<file path="config.mk">
export PLATFORM = sky130hd
export DESIGN_NAME = wwd_top
export DESIGN_NICKNAME = d
export VERILOG_FILES = /design/src/wwd_pkg.sv /design/src/wwd_tick_gen.sv /design/src/wwd_scaler.sv /design/src/wwd_top.sv
export SDC_FILE = /design/constraint.sdc
export NUM_CORES = 1
export LEC_CHECK = 0
export ABC_AREA = 1
export BUFFER_PORTS_ARGS = -buffer_cell sky130_fd_sc_hd__buf_2
export CORE_MARGIN = 2
export CORE_UTILIZATION = 30
export DETAILED_ROUTE_END_ITERATION = 8
export PLACE_DENSITY = 0.49
export SYNTH_ARGS = -nofsm -noshare
export SYNTH_HDL_FRONTEND = slang
export SYNTH_SLANG_ARGS = --single-unit
</file>
<file path="constraint.sdc">
create_clock -name clk_i -period 4.1 [get_ports clk_i]
set_input_delay 0.205 -clock clk_i [delete_from_list [all_inputs] [get_ports clk_i]]
set_output_delay 0.205 -clock clk_i [all_outputs]
set_load 0.03 [all_outputs]
</file>
<file path="src/wwd_pkg.sv">
// Purpose: Shared constants for the windowed watchdog timer
// Assumes: 200 MHz system clock, APB register access
// Notes:   Offsets are byte addresses of aligned 32-bit words
`default_nettype none
package wwd_pkg;
	// ==========================================================
	// Timing
	// ==========================================================
	localparam int unsigned CLK_FREQ_HZ  = 200_000_000;
	localparam int unsigned LOW_POWER_RC_CLOCK_FREQ_HZ = 32_000;       // Nominal low-power RC rate
	localparam int unsigned LOW_POWER_RC_CLOCK_DIV     = CLK_FREQ_HZ / LOW_POWER_RC_CLOCK_FREQ_HZ;
	localparam int unsigned PRE_SHORT    = 32;
	localparam int unsigned PRE_LONG     = 128;
	localparam int unsigned PRE_W        = 7;
	localparam int unsigned POST_W       = 15;
	localparam int unsigned POST_SEL_W   = 4;

	// ==========================================================
	// Register offsets
	// ==========================================================
	localparam logic [7:0] REG_CONFIG   = 8'h00;  // watchdog_config_word
	localparam logic [7:0] REG_RESCTL   = 8'h04;  // reset_control_register
	localparam logic [7:0] REG_COMMAND  = 8'h08;
	localparam logic [7:0] REG_STATUS   = 8'h0c;
	localparam logic [7:0] REG_COUNT    = 8'h10;
	localparam logic [7:0] REG_IRQ_STAT = 8'h14;
	localparam logic [7:0] REG_IRQ_MASK = 8'h18;

	// ==========================================================
	// Field positions and reset values
	// ==========================================================
	localparam int unsigned CFG_FORCE_BIT  = 0;  // hw_force_enable
	localparam int unsigned CFG_WINOFF_BIT = 1;  // window_mode_off
	localparam int unsigned CFG_PRE_BIT    = 2;  // prescale_select, 1 = 1:128
	localparam int unsigned CFG_POST_LSB   = 4;  // postscale_select
	localparam logic [7:0]  CFG_RESET      = 8'hf6;

	localparam int unsigned RC_IDLE_BIT  = 2;
	localparam int unsigned RC_SLEEP_BIT = 3;
	localparam int unsigned RC_TO_BIT    = 4;  // timeout_flag
	localparam int unsigned RC_SWEN_BIT  = 5;  // sw_enable_bit

	localparam int unsigned CMD_CLEAR_BIT = 0;  // watchdog_clear_instruction
	localparam int unsigned CMD_SLEEP_BIT = 1;  // power_save_instruction, sleep
	localparam int unsigned CMD_IDLE_BIT  = 2;  // power_save_instruction, idle
	localparam int unsigned CMD_CKSW_BIT  = 3;  // Clock switch completed

	localparam int unsigned IRQ_W         = 3;
	localparam int unsigned IRQ_TO_BIT    = 0;
	localparam int unsigned IRQ_WAKE_BIT  = 1;
	localparam int unsigned IRQ_EARLY_BIT = 2;

	typedef enum logic [1:0] {WWD_RUN, WWD_SLEEP, WWD_IDLE} wwd_pwr_e;
endpackage
`default_nettype wire

</file>
<file path="src/wwd_tick_gen.sv">
// Purpose: Divides the system clock down to the slow watchdog clock rate
// Assumes: run_i low stops and clears the divider
// Notes:   tick_o is a one-cycle pulse per slow clock period
`timescale 1ns/1ps
`default_nettype none
module wwd_tick_gen
	import wwd_pkg::*;
#(
	parameter int unsigned DIV = LOW_POWER_RC_CLOCK_DIV
)(
	input  wire logic clk_i,
	input  wire logic rst_i,
	input  wire logic run_i,
	output logic      tick_o
);
	localparam logic [15:0] LAST = 16'(DIV - 1);
	logic [15:0] cnt;

	// ==========================================================
	// Free divider, held at zero while the oscillator is off
	// ==========================================================
	always_ff @(posedge clk_i or posedge rst_i)
	begin
		if (rst_i)
		begin
			cnt    <= 16'h0000;
			tick_o <= 1'b0;
		end
		else if (!run_i)
		begin
			cnt    <= 16'h0000;
			tick_o <= 1'b0;
		end
		else
		begin
			tick_o <= (cnt == LAST);
			cnt    <= (cnt == LAST) ? 16'h0000 : cnt + 16'h0001;
		end
	end
endmodule // wwd_tick_gen
`default_nettype wire

</file>
<file path="src/wwd_scaler.sv">
// Purpose: Watchdog prescaler and postscaler with window detection
// Assumes: tick_i is one pulse per slow clock period
// Notes:   clear_i wins over a tick in the same cycle
`timescale 1ns/1ps
`default_nettype none
module wwd_scaler
	import wwd_pkg::*;
(
	input  wire logic                  clk_i,
	input  wire logic                  rst_i,
	input  wire logic                  clear_i,
	input  wire logic                  tick_i,
	input  wire logic                  pre_sel_i,
	input  wire logic [POST_SEL_W-1:0] post_sel_i,
	output logic                       timeout_o,
	output logic                       in_window_o,
	output logic [POST_W-1:0]          post_cnt_o
);
	logic [PRE_W-1:0]  pre_cnt;
	logic [PRE_W-1:0]  pre_last;
	logic [POST_W-1:0] post_last;
	logic [23:0]       elapsed;
	logic [23:0]       total;
	logic              pre_wrap;

	// Division ratios from the configuration
	assign pre_last  = pre_sel_i ? PRE_W'(PRE_LONG - 1) : PRE_W'(PRE_SHORT - 1);
	assign post_last = POST_W'((32'h1 << post_sel_i) - 32'h1);
	assign pre_wrap  = tick_i && (pre_cnt == pre_last);

	// Elapsed slow ticks versus full period; last quarter opens the window
	assign elapsed = pre_sel_i ? {2'b00, post_cnt_o, pre_cnt}
	                           : {4'h0, post_cnt_o, pre_cnt[4:0]};
	assign total   = pre_sel_i ? 24'(32'(PRE_LONG) << post_sel_i)
	                           : 24'(32'(PRE_SHORT) << post_sel_i);
	assign in_window_o = ({elapsed, 2'b00} >= ({1'b0, total, 1'b0} + {2'b00, total}));

	// ==========================================================
	// Counters
	// ==========================================================
	always_ff @(posedge clk_i or posedge rst_i)
	begin
		if (rst_i)
		begin
			pre_cnt    <= '0;
			post_cnt_o <= '0;
			timeout_o  <= 1'b0;
		end
		else if (clear_i)
		begin
			pre_cnt    <= '0;
			post_cnt_o <= '0;
			timeout_o  <= 1'b0;
		end
		else
		begin
			timeout_o <= pre_wrap && (post_cnt_o == post_last);
			if (tick_i)
				pre_cnt <= pre_wrap ? '0 : pre_cnt + PRE_W'(1);
			if (pre_wrap)
				post_cnt_o <= (post_cnt_o == post_last) ? '0
				              : post_cnt_o + POST_W'(1);
		end
	end
endmodule // wwd_scaler
`default_nettype wire

</file>
<file path="src/wwd_top.sv">
// Purpose: Windowed watchdog timer with APB register access
// Assumes: Single 200 MHz clock; CPU power-save and reset logic outside
// Notes:   Slow watchdog clock is derived here as a tick enable
//          Commands are write-only pulses; status and count are read-only
//          Limitation: config is a writable copy, not a one-time fuse
//
// The placing of the registers and the APB interface to the registers were left to the implementer.
`timescale 1ns/1ps
`default_nettype none
module wwd_top
	import wwd_pkg::*;
#(
	parameter int unsigned LOW_POWER_RC_CLOCK_DIVIDE = LOW_POWER_RC_CLOCK_DIV
)(
	input  wire logic        clk_i,
	input  wire logic        rst_i,
	// APB slave
	input  wire logic        psel_i,
	input  wire logic        penable_i,
	input  wire logic        pwrite_i,
	input  wire logic [7:0]  paddr_i,
	input  wire logic [31:0] pwdata_i,
	output logic [31:0]      prdata_o,
	output logic             pready_o,
	output logic             pslverr_o,
	// Device side
	input  wire logic        device_reset_i,
	input  wire logic        wake_other_i,
	output logic             low_power_rc_clock_enable_o,
	output logic             wdt_reset_o,
	output logic             wake_o,
	output logic             cpu_sleep_o,
	output logic             cpu_idle_o,
	output logic             irq_o
);
	logic [7:0]        cfg;
	logic              sw_en;
	logic              to_flag;
	logic              sleep_flag;
	logic              idle_flag;
	logic [IRQ_W-1:0]  irq_stat;
	logic [IRQ_W-1:0]  irq_mask;
	wwd_pwr_e          pwr;
	logic              enabled;
	logic              tick;
	logic              timeout;
	logic              in_window;
	logic [POST_W-1:0] post_cnt;
	logic              scaler_clear;
	logic              wr_en;
	logic              rd_setup;
	logic              mapped;
	logic              cmd_clear;
	logic              cmd_sleep;
	logic              cmd_idle;
	logic              cmd_cksw;
	logic              early_clear;
	logic              run_timeout;
	logic              ps_timeout;
	logic              ps_exit;
	logic              any_reset;
	logic [31:0]       next_rdata;

	// ==========================================================
	// APB decode
	// ==========================================================
	// Zero-wait slave; read data latched in setup so it comes from a flop
	assign pready_o = 1'b1;
	assign wr_en    = psel_i && penable_i && pwrite_i && mapped;
	assign rd_setup = psel_i && !penable_i && !pwrite_i;
	assign mapped   = (paddr_i == REG_CONFIG) || (paddr_i == REG_RESCTL)
	               || (paddr_i == REG_COMMAND) || (paddr_i == REG_STATUS)
	               || (paddr_i == REG_COUNT) || (paddr_i == REG_IRQ_STAT)
	               || (paddr_i == REG_IRQ_MASK);
	assign pslverr_o = psel_i && penable_i && !mapped;

	// Command strobes, one cycle each
	assign cmd_clear = wr_en && (paddr_i == REG_COMMAND) && pwdata_i[CMD_CLEAR_BIT];
	assign cmd_sleep = wr_en && (paddr_i == REG_COMMAND) && pwdata_i[CMD_SLEEP_BIT];
	assign cmd_idle  = wr_en && (paddr_i == REG_COMMAND) && pwdata_i[CMD_IDLE_BIT]
	                && !pwdata_i[CMD_SLEEP_BIT];
	assign cmd_cksw  = wr_en && (paddr_i == REG_COMMAND) && pwdata_i[CMD_CKSW_BIT];

	// ==========================================================
	// Enable and event logic
	// ==========================================================
	assign enabled       = cfg[CFG_FORCE_BIT] || sw_en;
	assign low_power_rc_clock_enable_o = enabled;

	// Early clear only counts while running and window mode is on
	assign early_clear = cmd_clear && enabled && (pwr == WWD_RUN)
	                  && !cfg[CFG_WINOFF_BIT] && !in_window;
	assign run_timeout = timeout && enabled && (pwr == WWD_RUN);
	assign ps_timeout  = timeout && enabled && (pwr != WWD_RUN);
	assign ps_exit     = (pwr != WWD_RUN) && (ps_timeout || wake_other_i);
	assign any_reset   = device_reset_i || wdt_reset_o;

	// Counts restart on every listed event; held clear while disabled
	assign scaler_clear = any_reset || cmd_cksw
	                   || ((cmd_sleep || cmd_idle) && (pwr == WWD_RUN))
	                   || ps_exit
	                   || (cmd_clear && (pwr == WWD_RUN))
	                   || !enabled;

	// ==========================================================
	// Slow clock and scaler chain
	// ==========================================================
	// Divider stops with the oscillator so a disabled watchdog draws no tick
	wwd_tick_gen #(
		.DIV (LOW_POWER_RC_CLOCK_DIVIDE)
	) u_tick (
		.clk_i  (clk_i),
		.rst_i  (rst_i),
		.run_i  (enabled),
		.tick_o (tick)
	);

	wwd_scaler u_scaler (
		.clk_i       (clk_i),
		.rst_i       (rst_i),
		.clear_i     (scaler_clear),
		.tick_i      (tick),
		.pre_sel_i   (cfg[CFG_PRE_BIT]),
		.post_sel_i  (cfg[CFG_POST_LSB +: POST_SEL_W]),
		.timeout_o   (timeout),
		.in_window_o (in_window),
		.post_cnt_o  (post_cnt)
	);

	// ==========================================================
	// Configuration word
	// ==========================================================
	// Writable copy of the fuse word; survives device resets
	always_ff @(posedge clk_i or posedge rst_i)
	begin
		if (rst_i)
			cfg <= CFG_RESET;
		else if (wr_en && (paddr_i == REG_CONFIG))
			cfg <= pwdata_i[7:0] & 8'hf7;
	end

	// ==========================================================
	// Software enable
	// ==========================================================
	always_ff @(posedge clk_i or posedge rst_i)
	begin
		if (rst_i)
			sw_en <= 1'b0;
		else if (any_reset)
			sw_en <= 1'b0;
		else if (wr_en && (paddr_i == REG_RESCTL))
			sw_en <= pwdata_i[RC_SWEN_BIT];
	end

	// ==========================================================
	// Sticky status flags
	// ==========================================================
	// Software may only clear; a same-cycle hardware set wins
	always_ff @(posedge clk_i or posedge rst_i)
	begin
		if (rst_i)
		begin
			to_flag    <= 1'b0;
			sleep_flag <= 1'b0;
			idle_flag  <= 1'b0;
		end
		else
		begin
			to_flag <= (to_flag && !(wr_en && (paddr_i == REG_RESCTL)
			            && !pwdata_i[RC_TO_BIT]))
			        || run_timeout || ps_timeout;
			sleep_flag <= (sleep_flag && !(wr_en && (paddr_i == REG_RESCTL)
			               && !pwdata_i[RC_SLEEP_BIT]))
			           || (cmd_sleep && (pwr == WWD_RUN));
			idle_flag <= (idle_flag && !(wr_en && (paddr_i == REG_RESCTL)
			              && !pwdata_i[RC_IDLE_BIT]))
			          || (cmd_idle && (pwr == WWD_RUN));
		end
	end

	// ==========================================================
	// Power state
	// ==========================================================
	// Reset sources win; a wake source only matters in a save state
	always_ff @(posedge clk_i or posedge rst_i)
	begin
		if (rst_i)
			pwr <= WWD_RUN;
		else if (any_reset)
			pwr <= WWD_RUN;
		else
		begin
			case (pwr)
				WWD_RUN:
				begin
					if (cmd_sleep)
						pwr <= WWD_SLEEP;
					else if (cmd_idle)
						pwr <= WWD_IDLE;
				end
				WWD_SLEEP, WWD_IDLE:
				begin
					if (ps_exit)
						pwr <= WWD_RUN;
				end
				default:
					pwr <= WWD_RUN;
			endcase
		end
	end

	// ==========================================================
	// Reset and wake pulses
	// ==========================================================
	// Registered pulses; a second reset cycle is suppressed so the pulse
	// width never depends on how long the cause stays high
	always_ff @(posedge clk_i or posedge rst_i)
	begin
		if (rst_i)
		begin
			wdt_reset_o <= 1'b0;
			wake_o      <= 1'b0;
		end
		else
		begin
			wdt_reset_o <= !wdt_reset_o && (run_timeout || early_clear);
			wake_o      <= ps_exit;
		end
	end

	// Status to the CPU power controller, straight from the state register
	assign cpu_sleep_o = (pwr == WWD_SLEEP);
	assign cpu_idle_o  = (pwr == WWD_IDLE);

	// ==========================================================
	// Interrupt status and mask
	// ==========================================================
	always_ff @(posedge clk_i or posedge rst_i)
	begin
		if (rst_i)
			irq_stat <= '0;
		else
			irq_stat <= (irq_stat & ~((wr_en && (paddr_i == REG_IRQ_STAT))
			             ? pwdata_i[IRQ_W-1:0] : {IRQ_W{1'b0}}))
			          | {early_clear, ps_exit, run_timeout || ps_timeout};
	end

	always_ff @(posedge clk_i or posedge rst_i)
	begin
		if (rst_i)
			irq_mask <= '0;
		else if (wr_en && (paddr_i == REG_IRQ_MASK))
			irq_mask <= pwdata_i[IRQ_W-1:0];
	end

	assign irq_o = |(irq_stat & irq_mask);

	// ==========================================================
	// Read mux
	// ==========================================================
	// Unmapped offsets read as zero
	always_comb
	begin
		next_rdata = 32'h0000_0000;
		case (paddr_i)
			REG_CONFIG:   next_rdata[7:0] = cfg;
			REG_RESCTL:
			begin
				next_rdata[RC_SWEN_BIT]  = sw_en;
				next_rdata[RC_TO_BIT]    = to_flag;
				next_rdata[RC_SLEEP_BIT] = sleep_flag;
				next_rdata[RC_IDLE_BIT]  = idle_flag;
			end
			REG_STATUS:   next_rdata[3:0] = {in_window, cpu_idle_o, cpu_sleep_o, enabled};
			REG_COUNT:    next_rdata[POST_W-1:0] = post_cnt;
			REG_IRQ_STAT: next_rdata[IRQ_W-1:0] = irq_stat;
			REG_IRQ_MASK: next_rdata[IRQ_W-1:0] = irq_mask;
			default:      next_rdata = 32'h0000_0000;
		endcase
	end

	always_ff @(posedge clk_i or posedge rst_i)
	begin
		if (rst_i)
			prdata_o <= 32'h0000_0000;
		else if (rd_setup)
			prdata_o <= next_rdata;
	end
endmodule // wwd_top
`default_nettype wire

</file>
==> results of run 1 <==
-- per-layer routing --
metal / part of all wire (%) / vias to the layer above
met4: 1.6 / 0
li1: - / 3069
met1: 49 / 2696
met2: 45 / 110
met3: 3.8 / 22
met5: 0 / -
-- stage by stage --
step	worst slack (ps)	cell area, µm²
6_report	308.7	7143
5_1_grt	26.01	7143
3_3_place_gp	214.2	6774
3_5_place_dp	198.3	6774
4_1_cts	162.5	7123
2_1_floorplan	716.0	6399
-- cells by family after synthesis --
family / after synthesis / synth area share, %
simple gates: 473 / 32.89
buf+inv: 159 / 11.33
compound gates: 123 / 11.21
flops: 76 / 30.12
fa+ha+maj: 44 / 8.804
xor+xnor: 40 / 5.527
other cells: 2 / 0.1185
-- timing repair --
item                                    CTS  global route
resized for setup                         0             6
hold buffers                              0             0
endpoints found under the setup margin    0             3
-- flip-flops by register name, indices dropped and copies added, names as in the netlist, 2 cells and up --
signal and flops:
u_scaler.post_cnt_o 15, irq_mask 3, pwr 2, prdata_o 15
u_scaler.pre_cnt 7, u_tick.cnt 16, irq_stat 3, cfg 7
-- report_power, final --
group | internal, mW | switching, mW
Combinational | 0.0820 | 0.185
Clock | 0.599 | 0.346
Sequential | 0.790 | 0.0340
-- worst paths after layout --
| check | startpoint | end |
|---|---|---|
| worst max register to register | cfg[5] | wdt_reset_o |
| worst min register to register | prdata_o[11] | prdata_o[11] |
| min in group clk_i | pwdata_i[6] | cfg[6] |
| worst min-delay path | rst_i | u_tick.cnt[0] |
| max in group asynchronous | rst_i | cfg[6] |
| worst max-delay path | cfg[5] | wdt_reset_o |
-- placed cells by master, fill, tap and decap left out, drive strengths merged, types with 2 or more instances in the layout --
cell type  netlist  layout
ha              43      43
a31oi            3       3
a21oi           35      35
clkbuf          18       9
and3             2       2
clkinv           1       4
o22ai            5       5
or2              3       3
xor2            28      28
nor3b            5       5
xnor2           12      12
nand4           16      16
buf             27      57
o21ai           53      53
bufinv           0       3
nor3            24      24
o31ai            8       8
o211ai           5       5
conb             2      18
inv            113     113
nor4             6       6
dfrtp           70      70
nand3           98      98
a221oi           5       5
a2bb2oi          2       2
dfstp            6       6
nand2          203     203
o32ai            2       2
nor2           115     115
-- worst register-to-register path, stage by stage, from the launching register on --
cell and delay, ps:
dfstp_2 680, nand2_1 200, o32ai_1 430, ha_1 340, a21oi_1 300, o31ai_2 130
xnor2_1 140, ha_1 300, nand2_1 70, inv_1 50, nand3_1 70, nor3_1 340
nand4_1 250, nand4_1 270, a21oi_1 100
-- cell type report --
| cell class | count | area, µm² | area share (%) |
|---|---|---|---|
| multi-input combinational | 698 | 3791 | 53.07 |
| sequential | 76 | 1909 | 26.73 |
| timing repair buffer | 57 | 317.8 | 4.449 |
| clock buffer | 9 | 225.2 | 3.153 |
| tap | 275 | 344.1 | 4.817 |
| inverter | 114 | 431.7 | 6.043 |
| clock inverter | 7 | 123.9 | 1.734 |
==> summary.md, run 1 <==
| Metric | Value |
|---|---|
| Outcome | finished, final reports clean |
| CP max stage delay | 680 ps |
| Worst Setup Start Kind | register |
| Top cells by area, synth | dfrtp_1 28%, nand2_1 12%, ha_1 8.5% |
| Overall routing resource usage | 16.22% |
| Rel. slew slack | 38.87% |
| Worst-skew pair later-pin latency | 350 ps |
| Yosys reg bits | 76 |
| Hold Path Class | in -> async |
| Setup TNS | 0 ps |
| Gpl congestion | 0.9190 |
| RSZ-0062 raised after global routing | no |
| Drt pass-1 iters | 5 |
| Delay-heaviest family, CP | simple AND/OR/NAND/NOR gates |
| WP data arrival | 4010 ps |
| Static leakage | 3.518 nW |
| Detail Placement HPWL | 13.70 mm |
| Share of cells above drive strength 1 | 11.45% |
| Via density | 4.771 |
| Row count | 53 |
| Period utilization | 92.47% |
| Clock Tree Root | clkbuf_16 |
| Post-layout minimum cycle time | 3791 ps |
| CP max stage cell | dfstp_2 |
| Slack of the worst reg-to-reg path | 310 ps |
| Ys Warns | 0 |
| Yosys top cell by area | dfrtp_1 |
| Post-Syn Instances | 917 |
| Initial Utilization | 30.34% |
| Max Clock Freq | 0.2638 GHz |
| Post-synth top flop | dfrtp_1 |
| PwrDens | 285.2 nW/µm² |
| Total Nets Final | 1047 |
| Vias | 5897 |
| Synth top area share | 27.64% |
| Die Ht | 149.4 µm |
| H-tree Lvls | 3 |
| Synthesized area per cell | 6.912 µm² |
| Slew Limit Fails | 0 |
| DRT iter0 DRCs | 330 |
| DR WL/cell | 14.20 µm |
| Post-CTS Setup Bufs | 0 |
| ANT nets after route | 0 |
| Data required, critical path | 4320 ps |
| Clock Pin Slew Worst Setup and Hold Paths | 70 ps |
| Worst VDD drop | 0.0002728 V |
| I/O Pins | 87 |
| Core area | 20890 µm² |
| CTS Buf Count | 9 |
| Worst hold margin | 15.04 ps |
| Final Power | 2.037 mW |
| # Max-Cap Violations | 0 |
| Hold Fails Final Rpt | 0 |
| Largest net degree at the start of global routing | 51 |
| CTS sink count | 76 |
| Met2 track demand over resource | 25.62% |
| Instance count on the critical path | 14 |
| Die area | 22310 µm² |
| I/O Buffers | 44 |
| Post-Layout Cell Count | 1236 |
| # setup viols final | 0 |
| GRT met3 Usage | 2.324% |
| Post-synth top cells | 199 x nand2_1, 108 x inv_1, 105 x nor2_1 |
| Clock Skew | 10.53 ps |
| CTS tree | done |
| Maximum net fanout on the critical path | 10 |
| Post-synth cell types | 45 |
| CP Capture Type | register |
| Total Wirelength | 17.55 mm |
| DRC | 0 |
| Grt ovf | 0 |
| FILL cells | 2300 |
| Buffer and inverter count on the worst path | 1 |
| Clk buf depth | 2 |
| Post-Syn Area | 6339 µm² |
| Area growth, synth to finish | 12.69% |
| Dominant cell by count in the synthesized netlist | nand2_1 |
| GRT busiest layer | met2 |
| Post-synthesis async set-or-reset flop share | 100.0% |
| Critical path class | reg -> reg |
| Met1 Resource Use GR | 23.03% |
| Die Wd | 149.4 µm |
| R2R cell count | 14 |
| Worst-margin pin slew | 916.9 ps |
| EDFF count, synth | 0 |
| First-pass GRT wire length | 28.70 mm |
| CP cell instances | nand2_1 > o32ai_1 > ha_1 > a21oi_1 > o31ai_2 > xnor2_1 > ha_1 > nand2_1 > inv_1 > nand3_1 > nor3_1 > nand4_1 > nand4_1 > a21oi_1 |
| Dpl cells | 1220 |
| Sequential area share after synthesis | 30.12% |
| Vias in the first global route | 5627 |
| Final core utilization | 34.20% |
| Final antenna diode count | 0 |
| Initial antenna violation count | 0 |
Note: power is estimated with default switching activity, not from simulation.
==> run 2, diff against run 1 <==
- RECOVER_POWER: not set -> 25
==> run 2 against run 1 <==
  * The run now ends with max-capacitance violations, max-slew violations left
  * Via count unchanged
  * Wire length unchanged
  * Die area unchanged
  * Sequential power about the same
  * Utilization unchanged
  * Clock skew unchanged
  * Fmax unchanged
  * Worst setup slack unchanged
  * Worst hold slack better by 77 ps
  * Critical path type unchanged
  * Critical endpoint unchanged
==> summary.md, run 2 (synthesized netlist as in run 1, its figures left out) <==
| Metric | Value |
|---|---|
| CTS tree | done |
| Outcome | finished, violations left |
| GRT met3 Usage | 2.324% |
| PwrDens | 285.2 nW/µm² |
| Via density | 4.771 |
| CP cell instances | nand2_1 > o32ai_1 > ha_1 > a21oi_1 > o31ai_2 > xnor2_1 > ha_1 > nand2_1 > inv_1 > nand3_1 > nor3_1 > nand4_1 > nand4_1 > a21oi_1 |
| DRT iter0 DRCs | 330 |
| Final antenna diode count | 0 |
| # Max-Cap Violations | 1 |
| Worst-margin pin slew | 2315 ps |
| Worst Setup Start Kind | register |
| Detail Placement HPWL | 13.70 mm |
| Grt ovf | 0 |
| Placement Setup Slack | 198.3 ps |
| Initial antenna violation count | 0 |
| Total Nets Final | 1047 |
| WP data arrival | 4010 ps |
| Post-CTS Setup Bufs | 0 |
| RSZ-0062 raised after global routing | no |
| Delay-heaviest family, CP | simple AND/OR/NAND/NOR gates |
| Vias | 5897 |
| Die area | 22310 µm² |
| Static leakage | 3.514 nW |
| Post-layout minimum cycle time | 3791 ps |
| DRC | 0 |
| Met1 Resource Use GR | 23.03% |
| Gpl congestion | 0.9190 |
| Largest net degree at the start of global routing | 51 |
| DR WL/cell | 14.20 µm |
| Share of cells above drive strength 1 | 11.45% |
| Commonest non-fill, non-tap cells in the layout | 199 x nand2_1, 107 x inv_1, 102 x nor2_1 |
| Worst setup margin | 308.7 ps |
| CTS Buf Count | 9 |
| Met2 track demand over resource | 25.62% |
| Total Wirelength | 17.55 mm |
| Overall routing resource usage | 16.22% |
| Max Clock Freq | 0.2638 GHz |
| Slack of the worst reg-to-reg path | 310 ps |
| Buffer and inverter count on the worst path | 1 |
| Vias in the first global route | 5627 |
| CTS sink count | 76 |
| CP max stage delay | 680 ps |
| Setup TNS | 0 ps |
| Failing checks | max-capacitance violations, max-slew violations |
| Core area | 20890 µm² |
| ANT nets after route | 0 |
| H-tree Lvls | 3 |
| Maximum net fanout on the critical path | 10 |
| Row count | 53 |
| Hold Fails Final Rpt | 0 |
| Hold Path Class | in -> reg |
| Worst VDD drop | 0.0002729 V |
| Clock Pin Slew Worst Setup and Hold Paths | 70 ps |
| # setup viols final | 0 |
| I/O Buffers | 44 |
| Drt pass-1 iters | 5 |
| Final core utilization | 34.20% |
| CP max stage cell | dfstp_2 |
| GRT busiest layer | met2 |
| Worst-skew pair later-pin latency | 350 ps |
| Critical path class | reg -> reg |
| Max reg flops | 16 |
| Slew Limit Fails | 51 |
| Clock Tree Root | clkbuf_16 |
| Initial Utilization | 30.34% |
| Clk buf depth | 2 |
| Top flop regs | u_tick.cnt: 16 flops, prdata_o: 15 flops, u_scaler.post_cnt_o: 15 flops |
| CP Capture Type | register |
| Worst hold margin | 92.38 ps |
| Data required, critical path | 4320 ps |
| Clock Skew | 10.53 ps |
| Register bank with the most flops | u_tick.cnt |
| Area growth, synth to finish | 12.69% |
| Period utilization | 92.47% |
| Commonest non-fill, non-tap cell in the layout | nand2_1 |
| Die Wd | 149.4 µm |
| Rel. slew slack | -55.21% |
| First-pass GRT wire length | 28.70 mm |
| Die Ht | 149.4 µm |
| I/O Pins | 87 |
-- run 2: cell count changes in the layout (fill, tap and decap cells not counted), sizes merged --
cell	delta
clkinvlp	+1
clkinv	-1
-- run 2: where the power goes --
group	leakage, nW	total (mW)	internal (mW)	switching [mW]
Sequential	0.999	0.825	0.791	0.0340
Clock	0.166	0.945	0.599	0.346
Combinational	2.35	0.267	0.0820	0.185
Total	3.51	2.04	1.47	0.565
-- run 2: path summary, 6_finish.rpt --
path / to / from / depth (start not counted)
max in group asynchronous: cfg[6] / rst_i / 3
setup reg to reg: wdt_reset_o / cfg[5] / 14
hold reg to reg: prdata_o[11] / prdata_o[11] / 2
setup / recovery: wdt_reset_o / cfg[5] / 14
hold / removal: cfg[6] / pwdata_i[6] / 3
min in group asynchronous: u_tick.cnt[0] / rst_i / 2
-- run 2: worst reg2reg max path: stages, from the launching register on --
cell	delay, ps
dfstp_2	680
nand2_1	200
o32ai_1	430
ha_1	340
a21oi_1	300
o31ai_2	130
xnor2_1	140
ha_1	300
nand2_1	70
inv_1	50
nand3_1	70
nor3_1	340
nand4_1	250
nand4_1	270
a21oi_1	100
-- run 2: through the flow --
step | power, mW | std cells | cell area (µm²)
CTS | 2.061 | 1236 | 7123
global placement | 1.105 | 1220 | 6774
global route | 2.123 | 1236 | 7143
finish | 2.037 | 1236 | 7143
floorplan | 1.055 | 933 | 6399
detailed placement | 1.109 | 1220 | 6774
-- run 2: cell type report --
class,count,area [µm²]
Clock buffer,9,225.2
Inverter,114,431.7
Sequential cell,76,1909
Fill cell,2300,13750
Clock inverter,7,123.9
Tap cell,275,344.1
Multi-Input combinational cell,698,3791
Timing Repair Buffer,57,317.8
-- run 2: repair_timing --
action,in CTS,in global routing
endpoints found under the setup margin,0,3
hold buffers,0,0
resized for setup,0,6
-- run 2: metal layers --
metal  part of all wire [%]  vias up  wire (µm)
li1                       -     3069          -
met1                     49     2696       8663
met2                     45      110       7942
met3                    3.8       22        659
met4                    1.6        0        287
met5                      0        -          0
